[src/hdl/modem_ctrl_pkg.sv]
// Constants shared by the modem control port and its helpers.
// Assumes a 10 MHz core clock stands in for the modem timing reference.
package modem_ctrl_pkg;
  // ==========================================================
  // Register map
  localparam logic [1:0] REG_MAIN = 2'h0;
  localparam logic [1:0] REG_AUX = 2'h1;
  localparam logic [1:0] REG_DETECT = 2'h2;
  localparam logic [1:0] REG_TONE = 2'h3;
  localparam logic [7:0] REG_RESET_VAL = 8'h00;
  // ==========================================================
  // Field positions
  localparam int MAIN_LOW_SPEED = 5;
  localparam int MAIN_MODE_LSB = 2;
  localparam int MAIN_TX_EN = 1;
  localparam int MAIN_ORG = 0;
  localparam int AUX_INT_EN = 5;
  localparam int AUX_CLK_SEL = 3;
  localparam int AUX_SOFT_RST = 2;
  localparam int TONE_RXD_OPEN = 7;
  localparam int TONE_ANS = 5;
  localparam int TONE_TONE_AND_DATA_SELECT = 4;
  localparam int DET_WATCHED = 5;
  // ==========================================================
  // Transmit mode field
  localparam logic [2:0] MODE_PWR_DOWN = 3'h0;
  localparam logic [2:0] MODE_SYNC_INT = 3'h1;
  localparam logic [2:0] MODE_SYNC_EXT = 3'h2;
  localparam logic [2:0] MODE_SYNC_SLAVE = 3'h3;
  localparam int MODE_ASYNC_BIT = 2;
  // ==========================================================
  // Timing
  localparam int CORE_CLK_HZ = 10_000_000;
  localparam int XTAL_HZ = 11_059_200;
  localparam int BIT_RATE_HZ = 1200;
  localparam int BAUD_MULT = 16;
  localparam int XTAL_HALF_CYC = 1;
  localparam int BAUD_HALF_CYC = CORE_CLK_HZ / (2 * BAUD_MULT * BIT_RATE_HZ);
  localparam int BIT_HALF_CYC = CORE_CLK_HZ / (2 * BIT_RATE_HZ);
endpackage

[src/hdl/bit_clock_divider.sv]
// Square wave divider with registered edge pulses.
// Assumes run and restart come from logic on core_clk.
`timescale 1ns/10ps
module bit_clock_divider
  import modem_ctrl_pkg::*;
#(
  parameter int HALF = 4
)
(
  input wire logic core_clk,
  input wire logic reset_n,
  input wire logic run,
  input wire logic restart,
  output logic clk_level,
  output logic rise,
  output logic fall
);
  localparam int CW = $clog2(HALF + 1);
  typedef struct packed {
    logic [CW-1:0] cnt;
    logic lvl;
    logic rise;
    logic fall;
  } div_state_t;
  div_state_t s, n;

  always_comb
  begin
    n = s;
    n.rise = 1'b0;
    n.fall = 1'b0;
    if (!run)
    begin
      n.cnt = '0;
      n.lvl = 1'b0;
      n.fall = s.lvl;
    end
    else if (restart)
    begin
      // Phase pull: restart forces the level high now, a rising edge only if it was low
      n.cnt = '0;
      n.lvl = 1'b1;
      n.rise = ~s.lvl;
    end
    else if (s.cnt == CW'(HALF - 1))
    begin
      n.cnt = '0;
      n.lvl = ~s.lvl;
      n.rise = ~s.lvl;
      n.fall = s.lvl;
    end
    else
      n.cnt = s.cnt + 1'b1;
  end

  always_ff @(posedge core_clk)
  begin
    if (!reset_n)
      s <= '0;
    else
      s <= n;
  end

  assign clk_level = s.lvl;
  assign rise = s.rise;
  assign fall = s.fall;
endmodule

[src/hdl/two_entry_buffer.sv]
// Two-entry valid/ready buffer; flags are registered.
// Assumes both sides run on core_clk.
`timescale 1ns/10ps
module two_entry_buffer
#(
  parameter int WIDTH = 1
)
(
  input wire logic core_clk,
  input wire logic reset_n,
  input wire logic in_valid,
  input wire logic [WIDTH-1:0] in_data,
  output logic in_ready,
  output logic out_valid,
  output logic [WIDTH-1:0] out_data,
  input wire logic out_ready
);
  typedef struct packed {
    logic [1:0][WIDTH-1:0] mem;
    logic [1:0] count;
    logic wp;
    logic rp;
    logic rdy;
    logic vld;
  } buf_state_t;
  buf_state_t s, n;
  logic push;
  logic pop;

  always_comb
  begin
    n = s;
    push = in_valid & s.rdy;
    pop = out_ready & s.vld;
    if (push)
    begin
      n.mem[s.wp] = in_data;
      n.wp = ~s.wp;
    end
    if (pop)
      n.rp = ~s.rp;
    n.count = s.count + {1'b0, push} - {1'b0, pop};
    // Registered flags: full stalls the source, empty stalls the drain
    n.rdy = (n.count != 2'h2);
    n.vld = (n.count != 2'h0);
  end

  always_ff @(posedge core_clk)
  begin
    if (!reset_n)
    begin
      s <= '0;
      s.rdy <= 1'b1;
    end
    else
      s <= n;
  end

  assign in_ready = s.rdy;
  assign out_valid = s.vld;
  assign out_data = s.mem[s.rp];
endmodule

[src/hdl/modem_host_control_port.sv]
// Host control port of a 1200 bps modem (low-speed bit stored only): registers, parallel and
// serial command ports, interrupt, clock output and bit clocks.
// Assumes pins are asynchronous to core_clk; modem core signals are not.
`timescale 1ns/10ps
module modem_host_control_port
  import modem_ctrl_pkg::*;
#(
  parameter int BIT_HALF = BIT_HALF_CYC
)
(
  input wire logic core_clk,
  input wire logic reset_n,
  input wire logic reset_pin,
  input wire logic addr_latch,
  input wire logic chip_sel_n,
  input wire logic read_n,
  input wire logic write_n,
  input wire logic [7:0] muxed_addr_data_bus_in,
  output logic [7:0] muxed_addr_data_bus_out,
  output logic muxed_addr_data_bus_oe,
  input wire logic [1:0] reg_select_lines,
  input wire logic ser_read_n,
  input wire logic ser_write_n,
  input wire logic ser_data_in,
  output logic ser_data_out,
  output logic ser_data_oe,
  input wire logic ext_timing_ref,
  input wire logic xmit_data_in,
  output logic clock_out,
  output logic int_n,
  output logic recv_bit_clock,
  output logic recv_data,
  output logic recv_data_oe,
  output logic xmit_bit_clock,
  output logic xmit_bit,
  output logic xmit_bit_strobe,
  input wire logic demod_bit_valid,
  input wire logic demod_bit,
  output logic demod_bit_ready,
  input wire logic long_loop,
  input wire logic call_progress,
  input wire logic answer_tone,
  input wire logic carrier_sense,
  input wire logic remote_loop_request,
  output logic [7:0] main_control,
  output logic [7:0] aux_control,
  output logic [7:0] tone_and_data_select,
  output logic tone_and_data_select_start
);
  // ==========================================================
  // State
  typedef struct packed {
    logic ale;
    logic cs_n;
    logic rd_n;
    logic wr_n;
    logic [7:0] ad;
    logic srd_n;
    logic swr_n;
    logic sdin;
    logic ext;
    logic txd;
    logic rst;
    logic [1:0] sel;
  } pin_t;
  localparam pin_t PIN_IDLE = '{ale: 1'b0, cs_n: 1'b1, rd_n: 1'b1, wr_n: 1'b1, ad: 8'h00,
    srd_n: 1'b1, swr_n: 1'b1, sdin: 1'b0, ext: 1'b0, txd: 1'b1, rst: 1'b0, sel: 2'h0};
  typedef struct packed {
    pin_t m;
    pin_t p;
    pin_t q;
    logic [7:0] main_r;
    logic [7:0] aux_r;
    logic [7:0] det_r;
    logic [7:0] tone_r;
    logic [1:0] addr;
    logic cs_lat;
    logic [7:0] wr_hold;
    logic [7:0] shift;
    logic int_pend;
    logic int_n;
    logic [7:0] ad_out;
    logic ad_oe;
    logic sdout;
    logic sdoe;
    logic xtal_tgl;
    logic clk_out;
    logic rxd;
    logic rxd_oe;
    logic tx_bit;
    logic tx_stb;
    logic tone_and_data_select_go;
  } main_state_t;
  main_state_t s, n;

  logic baud_lvl;
  logic rclk_lvl;
  logic rclk_rise;
  logic rclk_fall;
  logic xclk_lvl;
  logic xclk_rise;
  logic xclk_restart;
  logic buf_valid;
  logic buf_data;
  logic [2:0] tx_mode;
  logic ale_fall, wr_rise, rd_fall, srd_fall, swr_rise, ext_fall, ext_rise;
  logic we, det_rd;
  logic [1:0] waddr;
  logic [7:0] wdata;
  logic [5:0] det_now;

  function automatic logic [7:0] read_mux(input logic [1:0] a, input main_state_t st);
    case (a)
      REG_MAIN: read_mux = st.main_r;
      REG_AUX: read_mux = st.aux_r;
      REG_DETECT: read_mux = st.det_r;
      default: read_mux = st.tone_r;
    endcase
  endfunction

  // ==========================================================
  // Clock sources
  bit_clock_divider #(.HALF(BAUD_HALF_CYC)) baud_div (
    .core_clk(core_clk), .reset_n(reset_n), .run(1'b1), .restart(1'b0),
    .clk_level(baud_lvl), .rise(), .fall());
  // Receive clock only runs while carrier is present
  bit_clock_divider #(.HALF(BIT_HALF)) recv_div (
    .core_clk(core_clk), .reset_n(reset_n), .run(carrier_sense), .restart(1'b0),
    .clk_level(rclk_lvl), .rise(rclk_rise), .fall(rclk_fall));
  bit_clock_divider #(.HALF(BIT_HALF)) xmit_div (
    .core_clk(core_clk), .reset_n(reset_n), .run(1'b1), .restart(xclk_restart),
    .clk_level(xclk_lvl), .rise(xclk_rise), .fall());
  // Demodulated bits wait here until the next receive clock fall
  two_entry_buffer #(.WIDTH(1)) rx_buf (
    .core_clk(core_clk), .reset_n(reset_n), .in_valid(demod_bit_valid), .in_data(demod_bit),
    .in_ready(demod_bit_ready), .out_valid(buf_valid), .out_data(buf_data),
    .out_ready(rclk_fall));

  assign tx_mode = s.main_r[MAIN_MODE_LSB+2:MAIN_MODE_LSB];
  // External mode pulls phase to the reference edge, slave to the receive clock
  assign xclk_restart = (tx_mode == MODE_SYNC_EXT && ext_rise) ||
    (tx_mode == MODE_SYNC_SLAVE && rclk_rise);

  // ==========================================================
  // Edge detection on synchronised pins
  assign ale_fall = s.q.ale & ~s.p.ale;
  assign wr_rise = ~s.q.wr_n & s.p.wr_n;
  assign rd_fall = s.q.rd_n & ~s.p.rd_n;
  assign srd_fall = s.q.srd_n & ~s.p.srd_n;
  assign swr_rise = ~s.q.swr_n & s.p.swr_n;
  assign ext_fall = s.q.ext & ~s.p.ext;
  assign ext_rise = ~s.q.ext & s.p.ext;
  assign det_now = {s.rxd, remote_loop_request, carrier_sense, answer_tone, call_progress,
    long_loop};

  // ==========================================================
  // Next state
  always_comb
  begin
    n = s;
    n.m = '{ale: addr_latch, cs_n: chip_sel_n, rd_n: read_n, wr_n: write_n,
      ad: muxed_addr_data_bus_in, srd_n: ser_read_n, swr_n: ser_write_n, sdin: ser_data_in,
      ext: ext_timing_ref, txd: xmit_data_in, rst: reset_pin, sel: reg_select_lines};
    n.p = s.m;
    n.q = s.p;
    we = 1'b0;
    waddr = 2'h0;
    wdata = 8'h00;
    if (ale_fall)
    begin
      n.addr = s.p.ad[1:0];
      n.cs_lat = ~s.p.cs_n;
    end
    // Data is held while the strobe is low, so its short hold time is safe
    if (!s.p.wr_n)
      n.wr_hold = s.p.ad;
    if (wr_rise && s.cs_lat && !s.p.cs_n)
    begin
      we = 1'b1;
      waddr = s.addr;
      wdata = s.wr_hold;
    end
    n.ad_oe = s.cs_lat & ~s.p.cs_n & ~s.p.rd_n;
    n.ad_out = n.ad_oe ? read_mux(s.addr, s) : 8'h00;
    // Serial port; select lines are trusted steady for the whole access
    n.sdoe = ~s.p.srd_n;
    if (srd_fall)
      n.shift = read_mux(s.p.sel, s);
    else if (ext_fall)
      n.shift = {s.p.srd_n ? s.p.sdin : 1'b0, s.shift[7:1]};
    n.sdout = n.sdoe & n.shift[0];
    // A serial store wins over a parallel one in the same cycle
    if (swr_rise)
    begin
      we = 1'b1;
      waddr = s.p.sel;
      wdata = s.shift;
    end
    if (we)
    begin
      case (waddr)
        REG_MAIN: n.main_r = {2'b00, wdata[5:0]};
        REG_AUX: n.aux_r = wdata;
        REG_TONE: n.tone_r = {wdata[7], 1'b0, wdata[5:0]};
        default: n.det_r = s.det_r;
      endcase
    end
    n.tone_and_data_select_go = s.main_r[MAIN_TX_EN] & ~n.main_r[MAIN_TX_EN] & n.tone_r[TONE_TONE_AND_DATA_SELECT];
    // Detect status: a change in the five watched bits raises the flag, and a new change beats the clearing read
    det_rd = (rd_fall && s.cs_lat && !s.p.cs_n && s.addr == REG_DETECT) ||
      (srd_fall && s.p.sel == REG_DETECT);
    n.det_r = {2'b00, det_now};
    n.int_pend = (det_now[DET_WATCHED-1:0] != s.det_r[DET_WATCHED-1:0]) |
      (s.int_pend & ~det_rd);
    if (s.p.rst || s.aux_r[AUX_SOFT_RST])
    begin
      n.main_r = REG_RESET_VAL;
      n.aux_r = REG_RESET_VAL;
      n.tone_r = REG_RESET_VAL;
      n.int_pend = 1'b0;
      n.tone_and_data_select_go = 1'b0;
    end
    n.int_n = ~(n.int_pend & n.aux_r[AUX_INT_EN]);
    n.xtal_tgl = ~s.xtal_tgl;
    n.clk_out = s.aux_r[AUX_CLK_SEL] ? baud_lvl : s.xtal_tgl;
    if (rclk_fall && buf_valid)
      n.rxd = buf_data;
    n.rxd_oe = ~s.tone_r[TONE_RXD_OPEN];
    // Terminal data is taken at the transmit clock rise
    if (xclk_rise)
      n.tx_bit = s.p.txd;
    n.tx_stb = xclk_rise;
  end

  always_ff @(posedge core_clk)
  begin
    if (!reset_n)
    begin
      s <= '0;
      s.m <= PIN_IDLE;
      s.p <= PIN_IDLE;
      s.q <= PIN_IDLE;
      s.int_n <= 1'b1;
      s.rxd_oe <= 1'b1;
    end
    else
      s <= n;
  end

  // ==========================================================
  // Outputs
  assign muxed_addr_data_bus_out = s.ad_out;
  assign muxed_addr_data_bus_oe = s.ad_oe;
  assign ser_data_out = s.sdout;
  assign ser_data_oe = s.sdoe;
  assign clock_out = s.clk_out;
  assign int_n = s.int_n;
  assign recv_bit_clock = rclk_lvl;
  assign recv_data = s.rxd;
  assign recv_data_oe = s.rxd_oe;
  assign xmit_bit_clock = xclk_lvl;
  assign xmit_bit = s.tx_bit;
  assign xmit_bit_strobe = s.tx_stb;
  assign main_control = s.main_r;
  assign aux_control = s.aux_r;
  assign tone_and_data_select = s.tone_r;
  assign tone_and_data_select_start = s.tone_and_data_select_go;
endmodule

[config.mk]
export PLATFORM = sky130hd
export DESIGN_NAME = modem_host_control_port
export DESIGN_NICKNAME = d
export VERILOG_FILES = /design/src/hdl/modem_ctrl_pkg.sv /design/src/hdl/bit_clock_divider.sv /design/src/hdl/two_entry_buffer.sv /design/src/hdl/modem_host_control_port.sv
export SDC_FILE = /design/constraint.sdc
export NUM_CORES = 1
export LEC_CHECK = 0
export BUFFER_PORTS_ARGS = -buffer_cell sky130_fd_sc_hd__buf_2
export CAP_MARGIN = 20
export CORE_MARGIN = 10
export CORE_UTILIZATION = 50
export DETAILED_ROUTE_END_ITERATION = 8
export PLACE_DENSITY = 0.67
export SETUP_SLACK_MARGIN = 0.4
export SLEW_MARGIN = 20
export SYNTH_ARGS = -nofsm -noshare
export SYNTH_HDL_FRONTEND = slang
export SYNTH_SLANG_ARGS = --single-unit
export TNS_END_PERCENT = 50
[constraint.sdc]
create_clock -name core_clk -period 2.1 [get_ports core_clk]
set_input_delay 0.525 -clock core_clk [delete_from_list [all_inputs] [get_ports core_clk]]
set_output_delay 0.525 -clock core_clk [all_outputs]
set_load 0.005 [all_outputs]
==> impl_metrics.prom, run 1 <==
# TYPE chip_impl_metric gauge
chip_impl_metric{name="first_iter_violations",unit=""} 365
chip_impl_info{name="category_of_the_worst_setup_path_capture_point",value="primary output"} 1
chip_impl_metric{name="wire_length_reported_by_the_detailed_router",unit="mm"} 13.9
chip_impl_info{name="ys.flop_type",value="dfxtp_1"} 1
chip_impl_metric{name="power.density",unit="nW/um^2"} 856
chip_impl_info{name="worstReg2RegStart",value="main_control[2]$_SDFFE_PP0P_"} 1
chip_impl_metric{name="grt_remaining_overflow",unit=""} 0
chip_impl_metric{name="worstMarginPinSlew",unit="ns"} 0.494
chip_impl_metric{name="start_util",unit="%"} 51.5
chip_impl_info{name="r2r_end",value="xmit_div.s[14]$_SDFF_PP0_"} 1
chip_impl_info{name="status",value="complete, no violations"} 1
chip_impl_metric{name="r2r.worst_path.cells",unit=""} 4
chip_impl_metric{name="vias",unit=""} 4412
chip_impl_metric{name="clk_pin_slew_worst_paths",unit="ns"} 0.06
chip_impl_metric{name="finalSetupTns",unit="ns"} 0
chip_impl_metric{name="final.period_utilization",unit="%"} 78.7
chip_impl_metric{name="floorplan.io_pins",unit=""} 74
chip_impl_info{name="critical_path.startpoint_type",value="flop"} 1
chip_impl_metric{name="h-tree-depth",unit=""} 4
chip_impl_metric{name="final_max_tran_viols",unit=""} 0
chip_impl_info{name="holdPathEnd",value="n[94]$_SDFF_PN1_"} 1
chip_impl_metric{name="die-height",unit="um"} 135
chip_impl_metric{name="n_antenna_cell",unit=""} 0
chip_impl_metric{name="synth_async_sr_flop_share",unit="%"} 0
chip_impl_info{name="synth_top_cells_by_area",value="dfxtp_1 (49%), mux2i_1 (4.4%), and2_1 (4.4%), nor2_1 (3.9%), buf_4 (3.8%)"} 1
chip_impl_metric{name="cellInternalPower",unit="mW"} 4.93
chip_impl_metric{name="critPathArrivalTime",unit="ns"} 1.13
chip_impl_metric{name="min_path_cells",unit=""} 2
chip_impl_metric{name="cp_data_required_time",unit="ns"} 1.57
chip_impl_metric{name="maxClockFrequency",unit="MHz"} 605
chip_impl_info{name="worst-setup-path-type",value="flop to primary output"} 1
chip_impl_metric{name="report.final.setup_viol",unit=""} 0
chip_impl_metric{name="cts_inserted_buffers",unit=""} 17
chip_impl_metric{name="pwr-share-clk",unit="%"} 45.4
chip_impl_metric{name="route.antenna.remaining_nets",unit=""} 0
chip_impl_metric{name="vias_per_cell",unit=""} 5.14
chip_impl_metric{name="hold_viol_final",unit=""} 0
chip_impl_metric{name="die_x",unit="um"} 135
chip_impl_metric{name="finalWorstPathRequiredPeriod",unit="ns"} 1.65
chip_impl_metric{name="synth_seq_area_share",unit="%"} 49.0
chip_impl_metric{name="grt_antenna_before_repair",unit=""} 0
chip_impl_info{name="clock-root-buffer",value="clkbuf_16"} 1
chip_impl_metric{name="core.rowCount",unit=""} 41
chip_impl_metric{name="grt_pass1_wl",unit="mm"} 22.5
chip_impl_metric{name="dp_hpwl",unit="mm"} 10.1
chip_impl_metric{name="area_of_the_multi_input_gates",unit="um^2"} 2950
chip_impl_metric{name="place.gp.congestion",unit=""} 0.876
chip_impl_metric{name="synthesis.area",unit="um^2"} 6580
chip_impl_metric{name="switchingPower",unit="mW"} 1.49
chip_impl_metric{name="seq_area",unit="um^2"} 3230
chip_impl_metric{name="clock_tree.buffer_depth",unit=""} 2
chip_impl_metric{name="pwr-share-comb",unit="%"} 4.8
chip_impl_metric{name="final.setup_skew",unit="ns"} 0.00661
chip_impl_metric{name="cp_max_fanout",unit=""} 5
chip_impl_info{name="synth_top_area_cell",value="dfxtp_1"} 1
chip_impl_metric{name="cts-hold-fix-buffers",unit=""} 0
chip_impl_metric{name="syn_inst",unit=""} 625
chip_impl_metric{name="grt_start_max_net_pins",unit=""} 61
chip_impl_metric{name="netSwitchingFraction",unit="%"} 23.2
chip_impl_metric{name="seqPwrFrac",unit="%"} 49.8
chip_impl_metric{name="drc_errors",unit=""} 0
chip_impl_metric{name="r2r_setup_slack",unit="ns"} 0.48
chip_impl_metric{name="place.port_buffers",unit=""} 70
chip_impl_info{name="hp-class",value="input port to flop"} 1
chip_impl_metric{name="drive_above_1_share",unit="%"} 26.8
chip_impl_metric{name="synthDistinctLibCells",unit=""} 61
chip_impl_metric{name="grt_pass1_vias",unit=""} 4340
chip_impl_metric{name="nFillCells",unit=""} 1133
chip_impl_metric{name="maxCapViolations",unit=""} 0
chip_impl_info{name="hold_start",value="xmit_data_in"} 1
chip_impl_metric{name="leakage",unit="nW"} 3.02
chip_impl_metric{name="finalNonFillerCells",unit=""} 859
chip_impl_metric{name="ir_worst_vdd",unit="V"} 0.000481
chip_impl_metric{name="postSynthRegisterBits",unit=""} 161
chip_impl_metric{name="grtUsageTotal",unit="%"} 15.6
chip_impl_metric{name="core_area",unit="um^2"} 12800
chip_impl_metric{name="drtPass1Iterations",unit=""} 5
chip_impl_info{name="rsz0062_at_grt",value="yes"} 1
chip_impl_metric{name="dp.cells",unit=""} 824
chip_impl_metric{name="synth_area_per_cell",unit="um^2"} 10.5
chip_impl_metric{name="worstSkewPairLatency",unit="ns"} 0.42
chip_impl_metric{name="die_area",unit="um^2"} 18100
chip_impl_info{name="cts_tree",value="yes"} 1
chip_impl_metric{name="final_nets",unit=""} 710
chip_impl_metric{name="finalCoreUtilization",unit="%"} 58.7
chip_impl_metric{name="drt-wirelength-per-cell",unit="um"} 16.2
chip_impl_metric{name="clock_sink_total",unit=""} 161
chip_impl_metric{name="synthesis_warnings",unit=""} 0
chip_impl_metric{name="netlist.area_leader.share",unit="%"} 49.0
chip_impl_metric{name="area_growth",unit="%"} 14.1
chip_impl_metric{name="synth_enable_flop_cells",unit=""} 0
chip_impl_metric{name="worst_rel_slew_slack",unit="%"} 66.8
-- state kept, by name (all words and copies together), names as in the netlist, 6 cells and up --
name,flops
s,33
baud_div.s,9
recv_div.s,13
xmit_div.s,13
main_control,6
tone_and_data_select,7
aux_control,8
muxed_addr_data_bus_out,8
rx_buf.s,6
n,40
-- synthesized netlist by cell type, drive strengths merged (2+ instances only) --
cell     count
dfxtp      161
nor2        78
and2        47
buf         46
mux2i       29
nand2       26
nor3        25
xor2        24
nand2b      20
a211oi      17
nand3       17
xnor2       17
clkbuf      14
inv         13
mux4        12
a21oi       11
nand4        8
ha           7
and3         6
mux2         5
nor2b        4
nor4         4
nor4b        4
nor3b        3
nor4bb       3
a22oi        2
and4         2
nand4bb      2
o211ai       2
o21ai        2
or3          2
-- power groups by stage --
stage	clock network [mW]	logic [mW]	registers [mW]
2_1_floorplan	0	0.234	3.25
3_3_place_gp	0	0.299	3.26
3_5_place_dp	0	0.305	3.27
4_1_cts	2.97	0.310	3.20
5_1_grt	3.11	0.344	3.21
6_report	2.91	0.307	3.20
-- metal layers --
layer / GRT usage [%] / part of all wire [%] / vias up
li1: - / - / 2172
met1: 19.3 / 45 / 2093
met2: 24.2 / 46 / 119
met3: 5.30 / 6.5 / 28
met4: 6.83 / 2.4 / 0
met5: 0 / 0 / -
-- through the flow --
step	cell area [um^2]	hold WS, ns	setup WS, ns	power, mW
global route	7500	0.278	0.355	6.66
global placement	6890	0.389	0.376	3.56
detailed placement	6890	0.397	0.314	3.57
CTS	7460	0.263	0.400	6.48
floorplan	6620	0.385	0.385	3.48
finish	7500	0.280	0.446	6.42
-- cell type report --
cell class,instances,area share (%)
Clock inverter,14,1.79
Tap cell,172,2.87
Clock buffer,18,5.72
Multi-Input combinational cell,393,39.3
Inverter,13,0.651
Timing Repair Buffer,88,6.64
Sequential cell,161,43.0
-- how the worst max path moves through the flow --
| stage | start | endpoint | slack (ns) | cells after the start |
|---|---|---|---|---|
| after detailed placement | rx_buf.out_valid$_SDFF_PN0_ | rx_buf.in_ready$_SDFF_PN1_ | 0.31 | 8 |
| after global routing | xmit_div.s[3]$_SDFF_PP0_ | xmit_div.s[14]$_SDFF_PP0_ | 0.36 | 5 |
| after CTS | s[38]$_SDFFE_PN0P_ | muxed_addr_data_bus_out[2]$_SDFF_PN0_ | 0.40 | 3 |
| final | main_control[2]$_SDFFE_PP0P_ | main_control[2] | 0.45 | 2 |
| after floorplan | rx_buf.out_valid$_SDFF_PN0_ | rx_buf.in_ready$_SDFF_PN1_ | 0.39 | 9 |
| after global placement | rx_buf.out_valid$_SDFF_PN0_ | rx_buf.in_ready$_SDFF_PN1_ | 0.38 | 8 |
-- logic make-up after synthesis --
logic type	count (synthesis)	share of synthesized area (%)
compound gates	39	5.12
xor+xnor	41	5.46
fa+ha+maj	7	1.33
buf+inv	73	7.10
flops	161	49.0
mux	46	9.50
other cells	1	0.0570
simple gates	257	22.4
-- cell usage in the layout, fill, tap and decap left out, types with 16 or more instances in the layout --
master / count
dfxtp_1: 158
buf_2: 70
nor2_1: 68
and2_1: 46
mux2i_1: 28
nand2_1: 24
xor2_1: 24
nand2b_1: 20
nor3_1: 20
clkbuf_16: 17
buf_4: 17
nand3_1: 16
xnor2_1: 16
-- worst max-delay path, stage by stage (launching register included) --
cell and delay (ns):
dfxtp_1 0.40, buf_4 0.19, buf_2 0.12
-- repair_timing --
action | 4_1_cts | 5_1_grt
setup endpoints to repair | 2 | 39
pin swaps | 2 | 4
buffers inserted | 1 | 2
gates resized for setup | 2 | 8
(Power assumes the default switching activity.)
==> run 2, diff against run 1 <==
--- a/config.mk
+++ b/config.mk
@@ -5,6 +5,7 @@
 export SDC_FILE = /design/constraint.sdc
 export NUM_CORES = 1
 export LEC_CHECK = 0
+export ABC_AREA = 1
 export BUFFER_PORTS_ARGS = -buffer_cell sky130_fd_sc_hd__buf_2
 export CAP_MARGIN = 20
 export CORE_MARGIN = 10
==> constraint.sdc (replaced) <==
create_clock -name core_clk -period 1.7 [get_ports core_clk]
set_input_delay 0.425 -clock core_clk [delete_from_list [all_inputs] [get_ports core_clk]]
set_output_delay 0.425 -clock core_clk [all_outputs]
set_load 0.005 [all_outputs]
==> impl_metrics.prom, run 2 <==
# TYPE chip_impl_metric gauge
chip_impl_info{name="status",value="complete, no violations"} 1
chip_impl_info{name="clock-root-buffer",value="clkbuf_16"} 1
chip_impl_info{name="crit_path_top_delay_cell",value="dfxtp_2"} 1
chip_impl_metric{name="synth_async_sr_flop_share",unit="%"} 0
chip_impl_metric{name="synthDistinctLibCells",unit=""} 37
chip_impl_metric{name="synth_area_per_cell",unit="um^2"} 7.48
chip_impl_info{name="cts_tree",value="yes"} 1
chip_impl_info{name="synth_top_area_cell",value="dfxtp_1"} 1
chip_impl_metric{name="grt_remaining_overflow",unit=""} 0
chip_impl_metric{name="cp_max_fanout",unit=""} 2
chip_impl_info{name="layout.cells.most_common",value="nand2_1"} 1
chip_impl_metric{name="cts_inserted_buffers",unit=""} 17
chip_impl_metric{name="n_antenna_cell",unit=""} 0
chip_impl_metric{name="crit_buf_inv",unit=""} 2
chip_impl_info{name="worstPathCellList",value="buf_6 > buf_6"} 1
chip_impl_metric{name="finalWorstPathRequiredPeriod",unit="ns"} 1.41
chip_impl_metric{name="wire_length_reported_by_the_detailed_router",unit="mm"} 16.1
chip_impl_metric{name="core.rowCount",unit=""} 42
chip_impl_info{name="ys_top_cells_by_count",value="nand2_1 (192), dfxtp_1 (161), inv_1 (138)"} 1
chip_impl_metric{name="power.total",unit="mW"} 8.25
chip_impl_metric{name="synthesis_warnings",unit=""} 0
chip_impl_info{name="worst-setup-path-type",value="flop to primary output"} 1
chip_impl_info{name="synthMostInstantiatedCell",value="nand2_1"} 1
chip_impl_metric{name="power.density",unit="nW/um^2"} 965
chip_impl_metric{name="grt_start_max_net_pins",unit=""} 60
chip_impl_metric{name="place.gp.congestion",unit=""} 0.929
chip_impl_info{name="critical_path.startpoint_type",value="flop"} 1
chip_impl_metric{name="hold_viol_final",unit=""} 0
chip_impl_metric{name="first_iter_violations",unit=""} 493
chip_impl_metric{name="finalSetupTns",unit="ns"} 0
chip_impl_metric{name="pwr-share-comb",unit="%"} 6.0
chip_impl_metric{name="final.period_utilization",unit="%"} 83.1
chip_impl_info{name="rsz0062_at_grt",value="yes"} 1
chip_impl_metric{name="clock_sink_total",unit=""} 161
chip_impl_metric{name="seq_area",unit="um^2"} 3310
chip_impl_metric{name="drtPass1Iterations",unit=""} 5
chip_impl_metric{name="syn_inst",unit=""} 897
chip_impl_metric{name="biggest_cell_delay_along_the_critical_path",unit="ns"} 0.33
chip_impl_metric{name="area_of_the_multi_input_gates",unit="um^2"} 3000
chip_impl_metric{name="report.final.setup_viol",unit=""} 0
chip_impl_metric{name="adder_cell_area_share_of_the_yosys_netlist",unit="%"} 1.30
chip_impl_metric{name="largest_reg_flops",unit=""} 40
chip_impl_metric{name="core_area",unit="um^2"} 13200
chip_impl_metric{name="yosys.area_share.simple",unit="%"} 25.1
chip_impl_metric{name="grt_pass1_vias",unit=""} 5116
chip_impl_metric{name="postSynthRegisterBits",unit=""} 161
chip_impl_metric{name="drive_above_1_share",unit="%"} 31.0
chip_impl_metric{name="maxCapViolations",unit=""} 0
chip_impl_metric{name="switchingPower",unit="mW"} 1.94
chip_impl_metric{name="cp_data_required_time",unit="ns"} 1.27
chip_impl_metric{name="critPathArrivalTime",unit="ns"} 0.99
chip_impl_metric{name="netlist.area_leader.share",unit="%"} 48.0
chip_impl_metric{name="vias",unit=""} 5654
chip_impl_metric{name="grt_pass1_wl",unit="mm"} 24.7
chip_impl_metric{name="route.antenna.remaining_nets",unit=""} 0
chip_impl_metric{name="synth_enable_flop_cells",unit=""} 0
chip_impl_metric{name="synth_xor_xnor_area_share",unit="%"} 2.61
chip_impl_metric{name="drc_errors",unit=""} 0
chip_impl_metric{name="area_growth",unit="%"} 27.4
chip_impl_metric{name="ir_worst_vdd",unit="V"} 0.000757
chip_impl_metric{name="dp_hpwl",unit="mm"} 10.8
chip_impl_metric{name="netSwitchingFraction",unit="%"} 23.6
chip_impl_metric{name="pwr-share-clk",unit="%"} 46.1
chip_impl_metric{name="clock_tree.buffer_depth",unit=""} 2
chip_impl_info{name="ys.flop_type",value="dfxtp_1"} 1
chip_impl_metric{name="synthesis.area",unit="um^2"} 6710
chip_impl_metric{name="die_x",unit="um"} 136
chip_impl_metric{name="nFillCells",unit=""} 1115
chip_impl_metric{name="final_max_tran_viols",unit=""} 0
chip_impl_info{name="synth_top_family_by_area",value="simple AND/OR/NAND/NOR gates"} 1
chip_impl_metric{name="cts-hold-fix-buffers",unit=""} 0
chip_impl_metric{name="seqPwrFrac",unit="%"} 47.9
chip_impl_metric{name="synth_mux_area_share",unit="%"} 0
chip_impl_metric{name="floorplan.io_pins",unit=""} 74
chip_impl_metric{name="final_nets",unit=""} 1023
chip_impl_metric{name="cellInternalPower",unit="mW"} 6.31
chip_impl_metric{name="place.port_buffers",unit=""} 70
chip_impl_metric{name="leakage",unit="nW"} 3.91
chip_impl_metric{name="grt_antenna_before_repair",unit=""} 0
chip_impl_metric{name="maxClockFrequency",unit="MHz"} 708
chip_impl_metric{name="die_area",unit="um^2"} 18500
chip_impl_info{name="timing.critical_path.max_delay_family",value="flip-flops"} 1
chip_impl_metric{name="final.setup_skew",unit="ns"} 0.0108
chip_impl_metric{name="grtUsageTotal",unit="%"} 16.8
chip_impl_metric{name="worstSkewPairLatency",unit="ns"} 0.43
chip_impl_metric{name="synth_seq_area_share",unit="%"} 48.0
chip_impl_info{name="layout.cells.most_common_list",value="nand2_1 (172), inv_1 (127), dfxtp_1 (120)"} 1
chip_impl_metric{name="vias_per_cell",unit=""} 4.81
chip_impl_metric{name="synth_compound_area_share",unit="%"} 9.56
chip_impl_info{name="hp-class",value="input port to flop"} 1
chip_impl_metric{name="clk_pin_slew_worst_paths",unit="ns"} 0.07
chip_impl_info{name="crit_top_cell",value="buf_6"} 1
chip_impl_info{name="category_of_the_worst_setup_path_capture_point",value="primary output"} 1
chip_impl_metric{name="drt-wirelength-per-cell",unit="um"} 13.7
chip_impl_metric{name="die-height",unit="um"} 136
chip_impl_info{name="synth_top_cells_by_area",value="dfxtp_1 (48%), nand2_1 (11%), inv_1 (7.7%), nor2_1 (6.2%), o21ai_0 (4.0%)"} 1
chip_impl_metric{name="start_util",unit="%"} 50.9
chip_impl_metric{name="h-tree-depth",unit=""} 4
-- run 2: layout make-up --
type	count	area share (%)
tap	176	2.57
inverter	142	6.44
timing repair inverter	1	0.0439
timing repair buffer	119	10.2
clock inverter	14	1.78
clock buffer	18	5.13
multi-input combinational	545	35.1
sequential	161	38.7
-- run 2: routing by layer --
metal  wire, um  part of all wire, %  track usage [%]  vias up
li1           -                    -                -     2931
met1       7310                   45             21.5     2521
met2       7300                   45             26.3      170
met3       1080                  6.7             4.69       32
met4        421                  2.6             6.33        0
met5          0                    0                0        -
-- run 2: power groups by stage --
stage | combinational [mW] | clock, mW | sequential (mW)
6_report | 0.495 | 3.80 | 3.95
5_1_grt | 0.563 | 4.01 | 3.96
4_1_cts | 0.446 | 3.86 | 3.95
3_5_place_dp | 0.401 | 0 | 4.04
3_3_place_gp | 0.396 | 0 | 4.04
2_1_floorplan | 0.293 | 0 | 4.02
-- run 2: cells by family (layout without fill, tap and decap cells) --
| group | Yosys count | count (layout) |
|---|---|---|
| buffers and inverters | 196 | 294 |
| DFF | 161 | 161 |
| other | 1 | 3 |
| and+or+nand+nor | 397 | 400 |
| xor gates and xnor gates | 20 | 20 |
| AOI/OAI and AO/OA | 115 | 115 |
| adders and majority gates | 7 | 7 |
-- run 2: repair_timing --
item / in CTS / in global routing
resized for setup: 103 / 99
setup buffers: 18 / 12
cloned: 2 / 2
setup endpoints to repair: 96 / 109
pin swaps: 18 / 30
-- run 2: tightest hold or removal path, cell delays in order --
cell and delay, ns:
buf_2 0.07, nand2_1 0.04, inv_1 0.04
-- run 2: worst paths after layout --
kind                                start  slack (ns)                      endpoint  cells after the start
max reg2reg   aux_control[2]$_SDFFE_PP0P_        0.32  main_control[5]$_SDFFE_PP0P_                      6
min             muxed_addr_data_bus_in[2]        0.18             n[101]$_SDFF_PN0_                      3
min reg2reg             n[104]$_SDFF_PN0_        0.41              n[84]$_SDFF_PN0_                      2
max          main_control[4]$_SDFFE_PP0P_        0.29               main_control[4]                      2
-- run 2: per-stage QoR --
step	utilization (%)	std cells	cell area [um^2]	hold WS, ns	worst slack (ns)
2_1_floorplan	-	899	6720	0.385	0.389
3_3_place_gp	53.7	1110	7090	0.395	0.165
5_1_grt	64.8	1176	8550	0.179	0.211
6_report	64.8	1176	8550	0.177	0.288
3_5_place_dp	53.7	1110	7090	0.397	0.119
4_1_cts	61.7	1162	8130	0.163	0.290
